[src/spg_pkg.sv]
/*
 * Shared constants and carrier types for the general-purpose ports C, D and E.
 * Assumes a byte-wide register port with one-cycle registered read data.
 */
package spg_pkg;

    localparam int SPG_ADDR_W = 8;
    localparam int SPG_DATA_W = 8;

    localparam logic [7:0] SPG_OFS_PORT_C_LATCH = 8'h02;
    localparam logic [7:0] SPG_OFS_PORT_D_LATCH = 8'h03;
    localparam logic [7:0] SPG_OFS_PORT_C_DIR = 8'h06;
    localparam logic [7:0] SPG_OFS_PORT_D_DIR = 8'h07;
    localparam logic [7:0] SPG_OFS_PORT_E_LATCH = 8'h08;
    localparam logic [7:0] SPG_OFS_PORT_E_DIR = 8'h0C;

    localparam logic [7:0] SPG_DIR_RESET = 8'h00;
    localparam logic [7:0] SPG_PORT_C_MASK = 8'h3F;
    localparam logic [7:0] SPG_PORT_C_DIR_MASK = 8'hBF;
    localparam logic [7:0] SPG_READ_IDLE = 8'h00;

    localparam int SPG_C_CLKOUT_ENABLE_BIT = 7;
    localparam int SPG_C_CLKOUT_PIN = 2;
    localparam int SPG_D_TIMER_A_CLK_PIN = 6;
    localparam int SPG_D_TIMER_B_CLK_PIN = 4;
    localparam int SPG_E_SPI_SCK_PIN = 7;
    localparam int SPG_E_SPI_MOSI_PIN = 6;
    localparam int SPG_E_SPI_MISO_PIN = 5;
    localparam int SPG_E_SPI_SS_PIN = 4;
    localparam int SPG_E_TIMER_CH1_PIN = 3;
    localparam int SPG_E_TIMER_CH0_PIN = 2;
    localparam int SPG_E_SCI_RX_PIN = 1;
    localparam int SPG_E_SCI_TX_PIN = 0;

    localparam int SPG_SYNC_STAGES = 2;

    // Drive side of one 8-pin port: level and output enable per pin.
    typedef struct packed {
        logic [7:0] out;
        logic [7:0] oe;
    } spg_pad_drive_t;

    // Register port request.
    typedef struct packed {
        logic [SPG_ADDR_W-1:0] addr;
        logic [SPG_DATA_W-1:0] wdata;
        logic wr;
        logic rd;
    } spg_reg_req_t;

endpackage : spg_pkg

[src/spg_sync.sv]
/*
 * Two-stage synchroniser for a bus of asynchronous pin levels.
 * Assumes the inputs are levels that may change at any time.
 */
`timescale 1ns/1ps
module spg_sync
    import spg_pkg::*;
#(
    parameter int WIDTH = 8
) (
    input wire logic ref_clk_in,
    input wire logic [WIDTH-1:0] async_in,
    output logic [WIDTH-1:0] sync_out
);

    logic [WIDTH-1:0] meta_q;

    // The first stage feeds only the second stage.
    always_ff @(posedge ref_clk_in) begin
        meta_q <= async_in;
        sync_out <= meta_q;
    end

endmodule : spg_sync

[src/spg_port_mux.sv]
/*
 * Per-port pin steering: chooses between latch and peripheral for each pin
 * and forms the value that a read of the data register returns.
 * Assumes all inputs are on the bus clock and pin levels are synchronised.
 */
`timescale 1ns/1ps
module spg_port_mux
    import spg_pkg::*;
#(
    parameter int WIDTH = 8
) (
    input wire logic [WIDTH-1:0] latch_in,
    input wire logic [WIDTH-1:0] dir_in,
    input wire logic [WIDTH-1:0] pin_in,
    input wire logic [WIDTH-1:0] own_in,
    input wire logic [WIDTH-1:0] periph_out_in,
    input wire logic [WIDTH-1:0] periph_oe_in,
    input wire logic [WIDTH-1:0] read_zero_in,
    output logic [WIDTH-1:0] pad_out_out,
    output logic [WIDTH-1:0] pad_oe_out,
    output logic [WIDTH-1:0] read_out
);

    always_comb begin
        for (int i = 0; i < WIDTH; i++) begin
            // An owned pin ignores its direction bit for driving.
            pad_oe_out[i] = own_in[i] ? periph_oe_in[i] : dir_in[i];
            pad_out_out[i] = own_in[i] ? periph_out_in[i] : latch_in[i];
            // Direction still chooses latch or pin on reads; read_zero_in gives zero in place of the pin.
            if (dir_in[i]) begin
                read_out[i] = latch_in[i];
            end else if (read_zero_in[i]) begin
                read_out[i] = 1'b0;
            end else begin
                read_out[i] = pin_in[i];
            end
        end
    end

endmodule : spg_port_mux

[src/spg_gpio_cde.sv]
/*
 * General-purpose ports C (6 pins), D and E (8 pins each), with the clock
 * output on port C pin 2 and pin sharing with timers, SPI and SCI.
 * Assumes a plain register port on ref_clk_in and peripheral controls on the
 * same clock; pin levels arrive asynchronously and are synchronised here.
 */
//  Function
//  - Port C latches hold value through reset.
//  - Port C direction one drives, zero floats.
//  - Reset clears port C direction and clock-out.
//  - Clock-out enable drives system clock on pin 2.
//  - Clock-out owns pin 2; reads zero, writes ignored.
//  - Port C reads latch if output, else pin.
//  - Port D eight latches, direction drives buffers.
//  - Reset clears all port D direction bits.
//  - Port D reads latch or pin; always writable.
//  - Timer pins on D: direction selects latch or zero.
//  - D6, D4 become timer clocks when selected.
//  - E7 is SPI clock, direction from master bit.
//  - E6 master-out, E5 master-in while SPI enabled.
//  - E4 slave select only as enabled slave.
//  - SPI-owned E pins: direction only steers reads.
//  - E3, E2 become timer channels when selected.
//  - E1 receive, E0 transmit while SCI enabled.
//  - Port E latches drive unowned output pins.
`timescale 1ns/1ps
module spg_gpio_cde
    import spg_pkg::*;
#(
    parameter logic [2:0] EXT_CLK_SELECT = 3'h7
) (
    input wire logic ref_clk_in,
    input wire logic reset_n_in,
    input wire spg_reg_req_t reg_req_in,
    output logic [SPG_DATA_W-1:0] reg_rdata_out,
    input wire logic [7:0] port_c_pin_in,
    output spg_pad_drive_t port_c_pad_out,
    input wire logic [7:0] port_d_pin_in,
    output spg_pad_drive_t port_d_pad_out,
    input wire logic [7:0] port_e_pin_in,
    output spg_pad_drive_t port_e_pad_out,
    input wire logic [2:0] timer_a_prescaler_select_in,
    input wire logic [2:0] timer_b_prescaler_select_in,
    input wire logic [1:0] timer_a_ch0_edge_level_select_in,
    input wire logic [1:0] timer_a_ch1_edge_level_select_in,
    input wire logic [1:0] timer_a_channel_pins_out_in,
    input wire logic [1:0] timer_a_channel_pins_oe_in,
    input wire logic spi_enable_bit_in,
    input wire logic spi_master_bit_in,
    input wire logic spi_serial_clock_drive_in,
    input wire logic spi_mosi_drive_in,
    input wire logic spi_miso_drive_in,
    input wire logic sci_enable_bit_in,
    input wire logic sci_tx_drive_in,
    output logic timer_a_ext_clock_out,
    output logic timer_b_ext_clock_out,
    output logic [1:0] timer_a_channel_pins_level_out,
    output logic spi_serial_clock_level_out,
    output logic spi_mosi_level_out,
    output logic spi_miso_level_out,
    output logic spi_slave_select_level_out,
    output logic sci_rx_level_out
);

    logic [7:0] port_c_latch_q;
    logic [7:0] port_d_latch_q;
    logic [7:0] port_e_latch_q;
    logic [7:0] port_c_dir_q;
    logic [7:0] port_d_dir_q;
    logic [7:0] port_e_dir_q;
    logic clock_out_q;
    logic [7:0] pin_c_s;
    logic [7:0] pin_d_s;
    logic [7:0] pin_e_s;
    logic clock_out_enable;
    logic timer_a_clk_sel;
    logic timer_b_clk_sel;
    logic spi_slave;
    logic [7:0] own_c;
    logic [7:0] own_d;
    logic [7:0] own_e;
    logic [7:0] per_out_c;
    logic [7:0] per_oe_c;
    logic [7:0] per_out_e;
    logic [7:0] per_oe_e;
    logic [7:0] drv_out_c;
    logic [7:0] drv_oe_c;
    logic [7:0] drv_out_d;
    logic [7:0] drv_oe_d;
    logic [7:0] drv_out_e;
    logic [7:0] drv_oe_e;
    logic [7:0] rd_c;
    logic [7:0] rd_d;
    logic [7:0] rd_e;
    logic [7:0] rdata_d;

    spg_sync #(.WIDTH(8)) u_sync_c (
        .ref_clk_in(ref_clk_in),
        .async_in(port_c_pin_in),
        .sync_out(pin_c_s)
    );

    spg_sync #(.WIDTH(8)) u_sync_d (
        .ref_clk_in(ref_clk_in),
        .async_in(port_d_pin_in),
        .sync_out(pin_d_s)
    );

    spg_sync #(.WIDTH(8)) u_sync_e (
        .ref_clk_in(ref_clk_in),
        .async_in(port_e_pin_in),
        .sync_out(pin_e_s)
    );

    // Ownership of shared pins.
    assign clock_out_enable = port_c_dir_q[SPG_C_CLKOUT_ENABLE_BIT];
    assign timer_a_clk_sel = (timer_a_prescaler_select_in == EXT_CLK_SELECT);
    assign timer_b_clk_sel = (timer_b_prescaler_select_in == EXT_CLK_SELECT);
    assign spi_slave = spi_enable_bit_in & ~spi_master_bit_in;

    always_comb begin
        own_c = 8'h00;
        per_out_c = 8'h00;
        per_oe_c = 8'h00;
        own_c[SPG_C_CLKOUT_PIN] = clock_out_enable;
        per_out_c[SPG_C_CLKOUT_PIN] = clock_out_q;
        per_oe_c[SPG_C_CLKOUT_PIN] = 1'b1;
    end

    always_comb begin
        own_d = 8'h00;
        own_d[SPG_D_TIMER_A_CLK_PIN] = timer_a_clk_sel;
        own_d[SPG_D_TIMER_B_CLK_PIN] = timer_b_clk_sel;
    end

    always_comb begin
        own_e = 8'h00;
        per_out_e = 8'h00;
        per_oe_e = 8'h00;
        own_e[SPG_E_SPI_SCK_PIN] = spi_enable_bit_in;
        per_out_e[SPG_E_SPI_SCK_PIN] = spi_serial_clock_drive_in;
        per_oe_e[SPG_E_SPI_SCK_PIN] = spi_master_bit_in;
        own_e[SPG_E_SPI_MOSI_PIN] = spi_enable_bit_in;
        per_out_e[SPG_E_SPI_MOSI_PIN] = spi_mosi_drive_in;
        per_oe_e[SPG_E_SPI_MOSI_PIN] = spi_master_bit_in;
        own_e[SPG_E_SPI_MISO_PIN] = spi_enable_bit_in;
        per_out_e[SPG_E_SPI_MISO_PIN] = spi_miso_drive_in;
        per_oe_e[SPG_E_SPI_MISO_PIN] = ~spi_master_bit_in;
        own_e[SPG_E_SPI_SS_PIN] = spi_slave;
        own_e[SPG_E_TIMER_CH1_PIN] = |timer_a_ch1_edge_level_select_in;
        per_out_e[SPG_E_TIMER_CH1_PIN] = timer_a_channel_pins_out_in[1];
        per_oe_e[SPG_E_TIMER_CH1_PIN] = timer_a_channel_pins_oe_in[1];
        own_e[SPG_E_TIMER_CH0_PIN] = |timer_a_ch0_edge_level_select_in;
        per_out_e[SPG_E_TIMER_CH0_PIN] = timer_a_channel_pins_out_in[0];
        per_oe_e[SPG_E_TIMER_CH0_PIN] = timer_a_channel_pins_oe_in[0];
        own_e[SPG_E_SCI_RX_PIN] = sci_enable_bit_in;
        own_e[SPG_E_SCI_TX_PIN] = sci_enable_bit_in;
        per_out_e[SPG_E_SCI_TX_PIN] = sci_tx_drive_in;
        per_oe_e[SPG_E_SCI_TX_PIN] = 1'b1;
    end

    spg_port_mux #(.WIDTH(8)) u_mux_c (
        .latch_in(port_c_latch_q),
        .dir_in(port_c_dir_q & SPG_PORT_C_MASK),
        .pin_in(pin_c_s),
        .own_in(own_c),
        .periph_out_in(per_out_c),
        .periph_oe_in(per_oe_c),
        .read_zero_in(8'h00),
        .pad_out_out(drv_out_c),
        .pad_oe_out(drv_oe_c),
        .read_out(rd_c)
    );

    spg_port_mux #(.WIDTH(8)) u_mux_d (
        .latch_in(port_d_latch_q),
        .dir_in(port_d_dir_q),
        .pin_in(pin_d_s),
        .own_in(own_d),
        .periph_out_in(8'h00),
        .periph_oe_in(8'h00),
        .read_zero_in(own_d),
        .pad_out_out(drv_out_d),
        .pad_oe_out(drv_oe_d),
        .read_out(rd_d)
    );

    spg_port_mux #(.WIDTH(8)) u_mux_e (
        .latch_in(port_e_latch_q),
        .dir_in(port_e_dir_q),
        .pin_in(pin_e_s),
        .own_in(own_e),
        .periph_out_in(per_out_e),
        .periph_oe_in(per_oe_e),
        .read_zero_in(8'h00),
        .pad_out_out(drv_out_e),
        .pad_oe_out(drv_oe_e),
        .read_out(rd_e)
    );

    // Data latches carry no reset.
    always_ff @(posedge ref_clk_in) begin
        if (reg_req_in.wr && reg_req_in.addr == SPG_OFS_PORT_C_LATCH) begin
            port_c_latch_q[7:3] <= reg_req_in.wdata[7:3] & SPG_PORT_C_MASK[7:3];
            port_c_latch_q[1:0] <= reg_req_in.wdata[1:0];
            if (!clock_out_enable) begin
                port_c_latch_q[SPG_C_CLKOUT_PIN] <= reg_req_in.wdata[SPG_C_CLKOUT_PIN];
            end
        end
    end

    always_ff @(posedge ref_clk_in) begin
        if (reg_req_in.wr && reg_req_in.addr == SPG_OFS_PORT_D_LATCH) begin
            port_d_latch_q <= reg_req_in.wdata;
        end
    end

    always_ff @(posedge ref_clk_in) begin
        if (reg_req_in.wr && reg_req_in.addr == SPG_OFS_PORT_E_LATCH) begin
            port_e_latch_q <= reg_req_in.wdata;
        end
    end

    // Direction registers clear on reset.
    always_ff @(posedge ref_clk_in) begin
        if (!reset_n_in) begin
            port_c_dir_q <= SPG_DIR_RESET;
        end else if (reg_req_in.wr && reg_req_in.addr == SPG_OFS_PORT_C_DIR) begin
            port_c_dir_q <= reg_req_in.wdata & SPG_PORT_C_DIR_MASK;
        end
    end

    always_ff @(posedge ref_clk_in) begin
        if (!reset_n_in) begin
            port_d_dir_q <= SPG_DIR_RESET;
        end else if (reg_req_in.wr && reg_req_in.addr == SPG_OFS_PORT_D_DIR) begin
            port_d_dir_q <= reg_req_in.wdata;
        end
    end

    always_ff @(posedge ref_clk_in) begin
        if (!reset_n_in) begin
            port_e_dir_q <= SPG_DIR_RESET;
        end else if (reg_req_in.wr && reg_req_in.addr == SPG_OFS_PORT_E_DIR) begin
            port_e_dir_q <= reg_req_in.wdata;
        end
    end

    // Bus clock image: toggles every cycle while the output is enabled.
    always_ff @(posedge ref_clk_in) begin
        if (!reset_n_in || !clock_out_enable) begin
            clock_out_q <= 1'b0;
        end else begin
            clock_out_q <= ~clock_out_q;
        end
    end

    // Pad drive registers.
    always_ff @(posedge ref_clk_in) begin
        if (!reset_n_in) begin
            port_c_pad_out <= '0;
            port_d_pad_out <= '0;
            port_e_pad_out <= '0;
        end else begin
            port_c_pad_out.out <= drv_out_c & SPG_PORT_C_MASK;
            port_c_pad_out.oe <= drv_oe_c & SPG_PORT_C_MASK;
            port_d_pad_out.out <= drv_out_d;
            port_d_pad_out.oe <= drv_oe_d;
            port_e_pad_out.out <= drv_out_e;
            port_e_pad_out.oe <= drv_oe_e;
        end
    end

    // Synchronised levels handed to the peripherals.
    always_ff @(posedge ref_clk_in) begin
        if (!reset_n_in) begin
            timer_a_ext_clock_out <= 1'b0;
            timer_b_ext_clock_out <= 1'b0;
            timer_a_channel_pins_level_out <= 2'h0;
            spi_serial_clock_level_out <= 1'b0;
            spi_mosi_level_out <= 1'b0;
            spi_miso_level_out <= 1'b0;
            spi_slave_select_level_out <= 1'b1;
            sci_rx_level_out <= 1'b1;
        end else begin
            timer_a_ext_clock_out <= timer_a_clk_sel & pin_d_s[SPG_D_TIMER_A_CLK_PIN];
            timer_b_ext_clock_out <= timer_b_clk_sel & pin_d_s[SPG_D_TIMER_B_CLK_PIN];
            timer_a_channel_pins_level_out <= pin_e_s[SPG_E_TIMER_CH1_PIN:SPG_E_TIMER_CH0_PIN];
            spi_serial_clock_level_out <= pin_e_s[SPG_E_SPI_SCK_PIN];
            spi_mosi_level_out <= pin_e_s[SPG_E_SPI_MOSI_PIN];
            spi_miso_level_out <= pin_e_s[SPG_E_SPI_MISO_PIN];
            spi_slave_select_level_out <= pin_e_s[SPG_E_SPI_SS_PIN] | ~spi_slave;
            sci_rx_level_out <= pin_e_s[SPG_E_SCI_RX_PIN] | ~sci_enable_bit_in;
        end
    end

    // Read decode; unmapped offsets read zero.
    always_comb begin
        rdata_d = SPG_READ_IDLE;
        unique case (reg_req_in.addr)
            SPG_OFS_PORT_C_LATCH: begin
                rdata_d = rd_c & SPG_PORT_C_MASK;
                if (clock_out_enable) begin
                    rdata_d[SPG_C_CLKOUT_PIN] = 1'b0;
                end
            end
            SPG_OFS_PORT_D_LATCH: rdata_d = rd_d;
            SPG_OFS_PORT_C_DIR: rdata_d = port_c_dir_q;
            SPG_OFS_PORT_D_DIR: rdata_d = port_d_dir_q;
            SPG_OFS_PORT_E_LATCH: rdata_d = rd_e;
            SPG_OFS_PORT_E_DIR: rdata_d = port_e_dir_q;
            default: rdata_d = SPG_READ_IDLE;
        endcase
    end

    always_ff @(posedge ref_clk_in) begin
        if (!reset_n_in || !reg_req_in.rd) begin
            reg_rdata_out <= SPG_READ_IDLE;
        end else begin
            reg_rdata_out <= rdata_d;
        end
    end
endmodule : spg_gpio_cde

[config.mk]
export PLATFORM = sky130hd
export DESIGN_NAME = spg_gpio_cde
export DESIGN_NICKNAME = d
export VERILOG_FILES = /design/src/spg_pkg.sv /design/src/spg_sync.sv /design/src/spg_port_mux.sv /design/src/spg_gpio_cde.sv
export SDC_FILE = /design/constraint.sdc
export NUM_CORES = 1
export LEC_CHECK = 0
export ABC_CLOCK_PERIOD_IN_PS = 1920
export BUFFER_PORTS_ARGS = -buffer_cell sky130_fd_sc_hd__buf_2
export CAP_MARGIN = 20
export CORE_UTILIZATION = 46
export DETAILED_ROUTE_END_ITERATION = 10
export PLACE_DENSITY = 0.76
export RECOVER_POWER = 100
export SLEW_MARGIN = 10
export SYNTH_ARGS = -nofsm -noshare
export SYNTH_HDL_FRONTEND = slang
export SYNTH_SLANG_ARGS = --single-unit
[constraint.sdc]
create_clock -name ref_clk_in -period 1.92 [get_ports ref_clk_in]
set_clock_uncertainty 0.15 [all_clocks]
set_input_delay 0.192 -clock ref_clk_in [delete_from_list [all_inputs] [get_ports ref_clk_in]]
set_output_delay 0.192 -clock ref_clk_in [all_outputs]
set_load 0.01 [all_outputs]
After elaboration in Yosys (flattened, before gate mapping)
Index checks and enable logic that the tools add are counted.
{"block": "totals", "regBits": 155, "input_bits": 65, "out_inout_bits": 65, "elab_cells": 116}
{"block": "op_classes", "n_eq_ne": 8, "n_mux": 40, "bitwise_logic": 11, "reduce_logical": 18}
{"op": "8-bit one-hot mux with 6 select lines", "count": 1}
{"op": "1-bit 2-to-1 mux", "count": 39}
{"op": "8-bit by 2-bit == test with 1-bit output (second input constant)", "count": 2}
{"op": "8-bit by 3-bit == test with 1-bit output (second input constant)", "count": 2}
{"op": "8-bit by 4-bit == test with 1-bit output (second input constant)", "count": 2}
{"op": "2-bit OR reduction", "count": 6}
{"op": "3-bit == test (second input constant)", "count": 2}
{"op": "1-bit logical AND", "count": 6}
{"op": "1-bit NOT", "count": 6}
{"op": "1-bit bitwise AND", "count": 3}
{"op": "1-bit logical NOT", "count": 3}
{"op": "1-bit logical OR", "count": 2}
{"op": "1-bit bitwise OR", "count": 2}
{"op": "2-bit AND reduction", "count": 1}

Longest topological paths before layout
Gate-level depths: netlist of run 1.
{"block": "depth", "ltp_word": 4, "ltp_mapped": 7}

Modules after synthesis
From an unflattened synthesis of run 1, not the netlist that was laid out.
{"block": "unflattened", "cells_unflattened": 465, "area_unflattened_um2": 5755.5}
{"module": "spg_gpio_cde", "instances": 1, "cells_each": 297, "area_per_inst_um2": 3713.6, "seq_area_each_um2": 2362.3}
{"module": "spg_port_mux", "instances": 3, "cells_each": 40, "area_per_inst_um2": 360.3, "seq_area_each_um2": 0.0}
{"module": "spg_sync", "instances": 3, "cells_each": 16, "area_per_inst_um2": 320.3, "seq_area_each_um2": 320.3}

Least setup slack after synthesis of run 1
No wires, ideal clock.
{"block": "synth_path", "kind": "input to register", "startpoint": "input reg_req_in[10] in the netlist's numbering", "endpoint": "register port_d_latch_q[0] (enable)", "setup_ns": 0.370, "arrival_time_ns": 1.392, "required_ns": 1.400, "path_slack_ns": 0.008, "stages": 5, "path_cell_list": "buf_6 clkbuf_1 clkbuf_1 nand2_1 nor2_1"}
{"block": "synth_via", "elab_chain_len": 2}
{"element": "start, declared", "line": "spg_gpio_cde.sv:34", "source": "input wire spg_reg_req_t reg_req_in,"}
{"element": "8-bit by 2-bit == test with 1-bit output", "line": "spg_gpio_cde.sv:213", "source": "if (reg_req_in.wr && reg_req_in.addr == SPG_OFS_PORT_D_LATCH) begin"}
{"element": "1-bit logical AND", "line": "spg_gpio_cde.sv:213"}
{"element": "end signal, assigned", "line": "spg_gpio_cde.sv:214", "source": "port_d_latch_q <= reg_req_in.wdata;"}
{"element": "end, declared", "line": "spg_gpio_cde.sv:66", "source": "logic [7:0] port_d_latch_q;"}
Every way passes these cells.
A chain may end at the register's enable or synchronous reset.

Worst setup path after layout of run 1
{"block": "layout_path", "startpoint": "input reg_req_in[11] in the netlist's numbering", "endpoint": "register port_e_latch_q[7] (enable)"}
{"block": "layout_via", "elab_chain_len": 2}
{"element": "8-bit by 4-bit == test with 1-bit output", "line": "spg_gpio_cde.sv:219", "source": "if (reg_req_in.wr && reg_req_in.addr == SPG_OFS_PORT_E_LATCH) begin"}
{"element": "1-bit logical AND", "line": "spg_gpio_cde.sv:219"}
{"element": "end signal, assigned", "line": "spg_gpio_cde.sv:220", "source": "port_e_latch_q <= reg_req_in.wdata;"}
{"element": "end, declared", "line": "spg_gpio_cde.sv:67", "source": "logic [7:0] port_e_latch_q;"}
Every way passes these cells.

==> results.md, run 1 <==
- Status: finished clean
- Met2 usage: 0.3704
- XOR/XNOR Fraction of Synth Area: 0
- Sink Count: 151
- Initial DRC count: 242
- Avg Cell Area, Syn: 12.04 um2
- Layer carrying the most global-route usage: met2
- Tcrit/Tclk final: 0.9792
- DIE AREA: 10930 um2
- Largest net degree at the start of global routing: 29
- Wirelength, routed: 11690 um
- Final core utilization: 0.6533
- Initial Util: 0.4709
- CP Launch Point: reg_req_in[11]
- Clock Tree Buf Depth: 2
- End of the worst hold path: port_c_dir_q[1]
- CP Class: in -> reg
- Antenna violations before repair: 0
- CP Launch Type: input pin
- Classification of the worst-slack hold path: in -> reg
- CTS tree: done
- Pwr per Cell Area: 999.9 nW/um2
- Number of fill cells: 838
- I/O pin total: 130
- Peak VDD IR: 0.5203 mV
- Ys flop type: dfxtp_1
- Gr usage total: 0.2200
- EDFF count, synth: 22
- Detailed placement HPWL: 7528 um
- Worst Path Required: 1990 ps
- Lkg Pwr: 2.711 nW
- Congestion Overflow GR: 0
- Top cells by area, synth: dfxtp_1, edfxtp_1, mux2i_1
- Multi-input logic area: 1463 um2
- Worst-path clk slew: 60 ps
- Post-Syn Area: 4840 um2
- CTS H-tree depth: 4
- First-pass GRT wire length: 18200 um
- Core area: 10280 um2
- Root buf cell: clkbuf_8
- Largest family of logic cells by synthesized area: simple AND/OR/NAND/NOR gates
- Total power: 6.714 mW
- Slew @ Worst Pin: 551.1 ps
- Layout cells sized above 1: 0.1710
- First-pass detailed-route iteration total: 4
- DIE WIDTH: 104.6 um
- Worst rel slew slack: 0.6326
- DRC viols: 0
- Placement Rows: 37
- Avg WL per Cell: 15.46 um
- Mux share of post-synthesis cell area: 0.08170
- Crit path DAT: 1960 ps
- Post-DRT Antenna Nets: 0
- GP Congestion: 0.8164
- Total CTS buffers: 17
- Sequential-to-total area share from yosys stat: 0.6701
- Top cells by count, synth: dfxtp_1, nand2_1, mux2i_1
- Count leader, synth: dfxtp_1
- Grt met1 use: 0.2645
- Ys async rst share: 0
- Hold Crit Start: reg_req_in[1]
- Die height: 104.6 um
- Post-synthesis adder-cell area fraction: 0
- Unique cell type count in the Yosys netlist: 39
- Port Buffers: 123
- Post-CTS Setup Inserts: 0
- Via density: 4.896
- Vias in the first global route: 3702
- Setup violators final: 0
- Hold Crit Depth: 4
- Critical path endpoint category: flip-flop
- ANT cells: 0
- FF+latch area: 3243 um2
- Fin Setup TNS: 0 ps
- Post-synth top area share: 0.5336
- Cell taking the most area after synthesis: dfxtp_1
- P&R area growth vs syn: 38.73%
- Compound-Gate Fraction of Synth Area: 0.07239
- Register bit total from synthesis: 151
- Vias: 3701
- Synth Instances: 402
- Reg2reg end: reg_rdata_out[2]
- Post-Synth Simple-Gate Area: 0.1456
- M3 GR Usage: 0.05115
- Max FO, Critical Path: 9
- Min cycle time layout: 1880 ps
- Hold violation total from the final report: 0
- Unrepaired setup endpoints after global routing: false
- Worst skew pair latency: 520 ps
- Nets: 672
- RR Startpoint: port_c_dir_q[7]
- Reg2reg path depth: 4
- Number of max-cap violations: 0
- Max Transition Viols Final: 0
- FMAX: 0.5319 GHz
- Warnings from Yosys: 0
- Reg2Reg Setup Slack: 410 ps
-- how the worst max path moves through the flow --
stage / end / slack [ps] / cells past startpoint
global placement: port_e_dir_q[7] / 7 / 6
detailed placement: port_e_dir_q[1] / -40 / 6
floorplan: port_d_latch_q[0] / 8 / 5
global route: port_e_pad_out[11] / 10 / 6
finish: port_e_latch_q[7] / 40 / 6
CTS: port_e_pad_out[2] / 90 / 6
-- registers in the layout, summed over array words and instances, names as in the netlist, 2 cells and up --
signal	count
port_e_latch_q	8
u_sync_e.sync_out	8
reg_rdata_out	8
u_sync_e.meta_q	8
u_sync_d.sync_out	8
u_sync_d.meta_q	8
port_c_latch_q	6
port_d_latch_q	8
u_sync_c.meta_q	6
port_e_pad_out	16
port_c_dir_q	7
port_d_pad_out	16
port_e_dir_q	8
port_d_dir_q	8
timer_a_channel_pins_level_out	2
port_c_pad_out	12
u_sync_c.sync_out	6
-- repair_timing --
| item | in CTS | in global routing |
|---|---|---|
| setup endpoints to repair | 0 | 3 |
| endpoints found under the hold margin | 96 | 0 |
| gates resized for setup | 0 | 3 |
| hold buffers | 60 | 0 |
-- cell families after synthesis --
kind of cell / after synthesis
DFF: 151
buffers and inverters: 28
other: 1
and+or+nand+nor: 129
muxes: 39
AOI/OAI and AO/OA: 54
-- worst max-delay path: stages --
cell	delay, ps
dlygate4sd3_1	540
buf_2	170
or3b_1	370
clkbuf_2	230
nor2_1	230
buf_4	210
-- report_power, final --
part	internal, mW	switching, mW	total [mW]
sequential	3.29	0.0265	3.31
combinational	0.198	0.174	0.373
clock	1.77	1.25	3.03
total	5.26	1.45	6.71
-- through the flow --
step | setup slack (ps) | hold slack [ps] | std cells | area [um2]
finish | 39.86 | 30.45 | 756 | 6714
floorplan | 7.888 | 69.72 | 405 | 4851
global placement | 6.903 | 145.3 | 664 | 5678
CTS | 90.93 | 13.96 | 756 | 6830
detailed placement | -44.64 | 145.6 | 664 | 5678
global route | 10.80 | 23.28 | 756 | 6714
-- layout make-up --
| class | count | share of cell area |
|---|---|---|
| repair buffers | 204 | 0.1877 |
| clock buffers | 23 | 0.07268 |
| well taps | 136 | 0.02534 |
| flip-flops and latches | 151 | 0.4830 |
| inverters | 7 | 0.003914 |
| clock inverters | 9 | 0.009504 |
| multi-input cells | 226 | 0.2179 |
-- metal layers --
metal	vias up	share of wire
li1	1794	-
met1	1720	0.42
met2	165	0.49
met3	22	0.065
met4	0	0.020
met5	-	0
-- placed cells by master, fill, tap and decap left out, drive strengths merged --
cell         instances
a211oi               1
a21boi               6
a21oi               13
a22oi                1
a311oi               1
a41oi                1
and2                21
and3                 5
and3b                2
buf                 65
clkbuf             102
clkinv               2
clkinvlp             4
conb                 4
dfxtp              129
dlygate4sd3         60
edfxtp              22
inv                 10
mux2                 4
mux2i               35
nand2               36
nand2b               4
nand3                8
nand3b               3
nand4                1
nor2                12
nor2b               19
nor3                 3
nor3b                7
nor4                 2
o21a                 2
o21ai               14
o22ai                7
o2bb2ai              1
o32a                 7
or3                  1
or3b                 4
or4                  1
Power figures use the tool's default switching activity.
==> run 2, diff against run 1 <==
--- a/config.mk
+++ b/config.mk
@@ -10,7 +10,7 @@
 export CAP_MARGIN = 20
 export CORE_UTILIZATION = 46
 export DETAILED_ROUTE_END_ITERATION = 10
-export PLACE_DENSITY = 0.76
+export PLACE_DENSITY_LB_ADDON = 0.15
 export RECOVER_POWER = 100
 export SLEW_MARGIN = 10
 export SYNTH_ARGS = -nofsm -noshare
==> results.md, run 2 (same netlist as run 1, synthesis figures left out) <==
- Status: finished clean (unchanged)
- Worst skew pair latency: 520 ps (about the same)
- Port Buffers: 123 (unchanged)
- ANT cells: 0 (unchanged)
- Reg2Reg Setup Slack: 410 ps (about the same)
- Nets: 672 (unchanged)
- Core area: 10280 um2 (unchanged)
- Fin Setup TNS: 0 ps (unchanged)
- Worst path bufs/invs: 4 (unchanged)
- Crit path max-delay family: buffers and inverters (unchanged)
- Critical path endpoint category: flip-flop (unchanged)
- FMAX: 0.5361 GHz (was 0.5319 GHz)
- Post-DRT Antenna Nets: 0 (unchanged)
- DIE WIDTH: 104.6 um (unchanged)
- Min cycle time layout: 1865 ps (was 1880 ps)
- Reg2reg end: reg_rdata_out[2] (unchanged)
- Grt met1 use: 0.2639 (was 0.2645)
- CP Depth: 6 (unchanged)
- Die height: 104.6 um (unchanged)
- Worst-path cell chain: dlygate4sd3_1 > buf_2 > o21ai_0 > dlygate4sd3_1 > a21boi_1 > dlygate4sd3_1 (was dlygate4sd3_1 > buf_2 > or3b_1 > clkbuf_2 > nor2_1 > buf_4)
- CP endpoint: port_e_pad_out[11] (was port_e_latch_q[7])
- Worst-path clk slew: 60 ps (about the same)
- CTS H-tree depth: 4 (unchanged)
- Placement Rows: 37 (unchanged)
- Antenna violations before repair: 0 (unchanged)
- M3 GR Usage: 0.05614 (was 0.05115)
- Met2 usage: 0.3926 (was 0.3704)
- Number of max-cap violations: 0 (unchanged)
- CTS tree: done (unchanged)
- CP Launch Type: input pin (unchanged)
- Initial DRC count: 136 (was 242)
- Slew @ Worst Pin: 675.8 ps (was 551.1 ps)
- Crit path DAT: 2120 ps (was 1960 ps)
- First-pass GRT wire length: 18170 um (was 18200 um)
- DP Cell Count: 662 (was 664)
- Lkg Pwr: 2.740 nW (was 2.711 nW)
- DRC viols: 0 (unchanged)
- Detailed placement HPWL: 7420 um (was 7528 um)
- Critical Path Most Common Cell: dlygate4sd3_1
- Worst Path Required: 2180 ps (was 1990 ps)
- Tcrit/Tclk final: 0.9715 (was 0.9792)
- GP Congestion: 0.8098 (was 0.8164)
- Vias: 3649 (was 3701)
- Vias in the first global route: 3665 (was 3702)
- Sink Count: 151 (unchanged)
- Post-CTS Hold Buffers: 62 (was 60)
- CP Launch Point: timer_a_channel_pins_out_in[1] (was reg_req_in[11])
- First-pass detailed-route iteration total: 4 (unchanged)
- Final cell count without fillers: 755 (was 756)
- Worst path max stage delay: 600 ps (was 540 ps)
- I/O pin total: 130 (unchanged)
- Layout cells sized above 1: 0.1616 (was 0.1710)
- Clock Tree Buf Depth: 2 (unchanged)
- Commonest non-fill, non-tap cell in the layout: dfxtp_1 (unchanged)
- Via density: 4.833 (was 4.896)
- Avg WL per Cell: 15.31 um (was 15.46 um)
- Final core utilization: 0.6600 (was 0.6533)
- Max Transition Viols Final: 0 (unchanged)
- Layer carrying the most global-route usage: met2 (unchanged)
- Slowest cell on crit path: dlygate4sd3_1 (unchanged)
- Gr usage total: 0.2236 (was 0.2200)
- P&R area growth vs syn: 40.15% (was 38.73%)
- Wirelength, routed: 11560 um (was 11690 um)
- Hold slack final: 23.91 ps (was 30.45 ps)
- DIE AREA: 10930 um2 (unchanged)
- Congestion Overflow GR: 0 (unchanged)
- Pwr per Cell Area: 1029 nW/um2 (was 999.9 nW/um2)
- Most frequent cells in the layout: dfxtp_1, clkbuf_1, dlygate4sd3_1 (unchanged)
- Top Registers: port_d_pad_out: 16 flops, port_e_pad_out: 16 flops, port_c_pad_out: 12 flops (unchanged)
- Peak VDD IR: 0.7748 mV (was 0.5203 mV)
- RR Startpoint: port_c_dir_q[7] (unchanged)
- Reg2reg path depth: 4 (unchanged)
- Largest net degree at the start of global routing: 39 (was 29)
- Post-CTS Setup Inserts: 0 (unchanged)
- Classification of the worst-slack hold path: in -> reg (unchanged)
- Initial Util: 0.4709 (unchanged)
- Hold violation total from the final report: 0 (unchanged)
- CP Class: in -> reg (unchanged)
- Unrepaired setup endpoints after global routing: false (unchanged)
- Worst rel slew slack: 0.5494 (was 0.6326)
- Total CTS buffers: 17 (unchanged)
- Setup violators final: 0 (unchanged)
- Root buf cell: clkbuf_8 (unchanged)
- Max FO, Critical Path: 1 (was 9)
run 2: changes by cell type in the layout (fill, tap and decap cells not counted), sizes merged:
cell,previous run,this run
dlygate4sd3,60,62
buf,65,62
inv,10,7
clkinvlp,4,0
clkinv,2,6
bufinv,0,3
run 2: worst min-delay path by stage:
stage / to / cells past startpoint / slack [ps] / start
after CTS: reg_rdata_out[4] / 4 / -1 / reg_req_in[17]
final: reg_rdata_out[4] / 4 / 20 / reg_req_in[17]
after global routing: reg_rdata_out[4] / 4 / 10 / reg_req_in[17]
after global placement: u_sync_d.meta_q[1] / 1 / 140 / port_d_pin_in[1]
after floorplan: u_sync_c.meta_q[0] / 0 / 70 / port_c_pin_in[0]
after detailed placement: u_sync_d.meta_q[1] / 1 / 150 / port_d_pin_in[1]
run 2: routing by layer:
layer / vias to the layer above / share of wire
li1: 1794 / -
met1: 1730 / 0.44
met2: 110 / 0.51
met3: 15 / 0.042
met4: 0 / 0.014
met5: - / 0
run 2: cell type report:
class	instances	area, um2
Inverter	7	26.28
Tap cell	136	170.2
Multi-Input combinational cell	226	1465
Sequential cell	151	3243
Timing Repair Buffer	204	1282
Clock inverter	9	120.1
Fill cell	867	3495
Clock buffer	22	475.5
run 2: what timing repair did:
item / 4_1_cts / 5_1_grt
resized for setup: 0 / 3
setup endpoints to repair: 0 / 3
hold endpoints to repair: 93 / 1
run 2: worst register-to-register path: cells and delay by family (launching register included):
family | cells | cell delay, ps
AOI/OAI and AO/OA | 2 | 300
DFF | 1 | 380
and+or+nand+nor | 2 | 590
run 2: power by group:
part / switching, mW / internal [mW]
clock: 1.18 / 2.11
sequential: 0.0250 / 3.29
combinational: 0.178 / 0.201
total: 1.38 / 5.60
run 2: per-stage QoR:
stage / total power [mW] / cell area (um2) / worst slack [ps]
6_report: 6.982 / 6783 / 54.71
5_1_grt: 7.228 / 6783 / 6.449
4_1_cts: 7.045 / 6892 / 67.18
3_5_place_dp: 3.667 / 5675 / -56.37
3_3_place_gp: 3.661 / 5675 / -10.47
2_1_floorplan: 3.518 / 4851 / 7.888
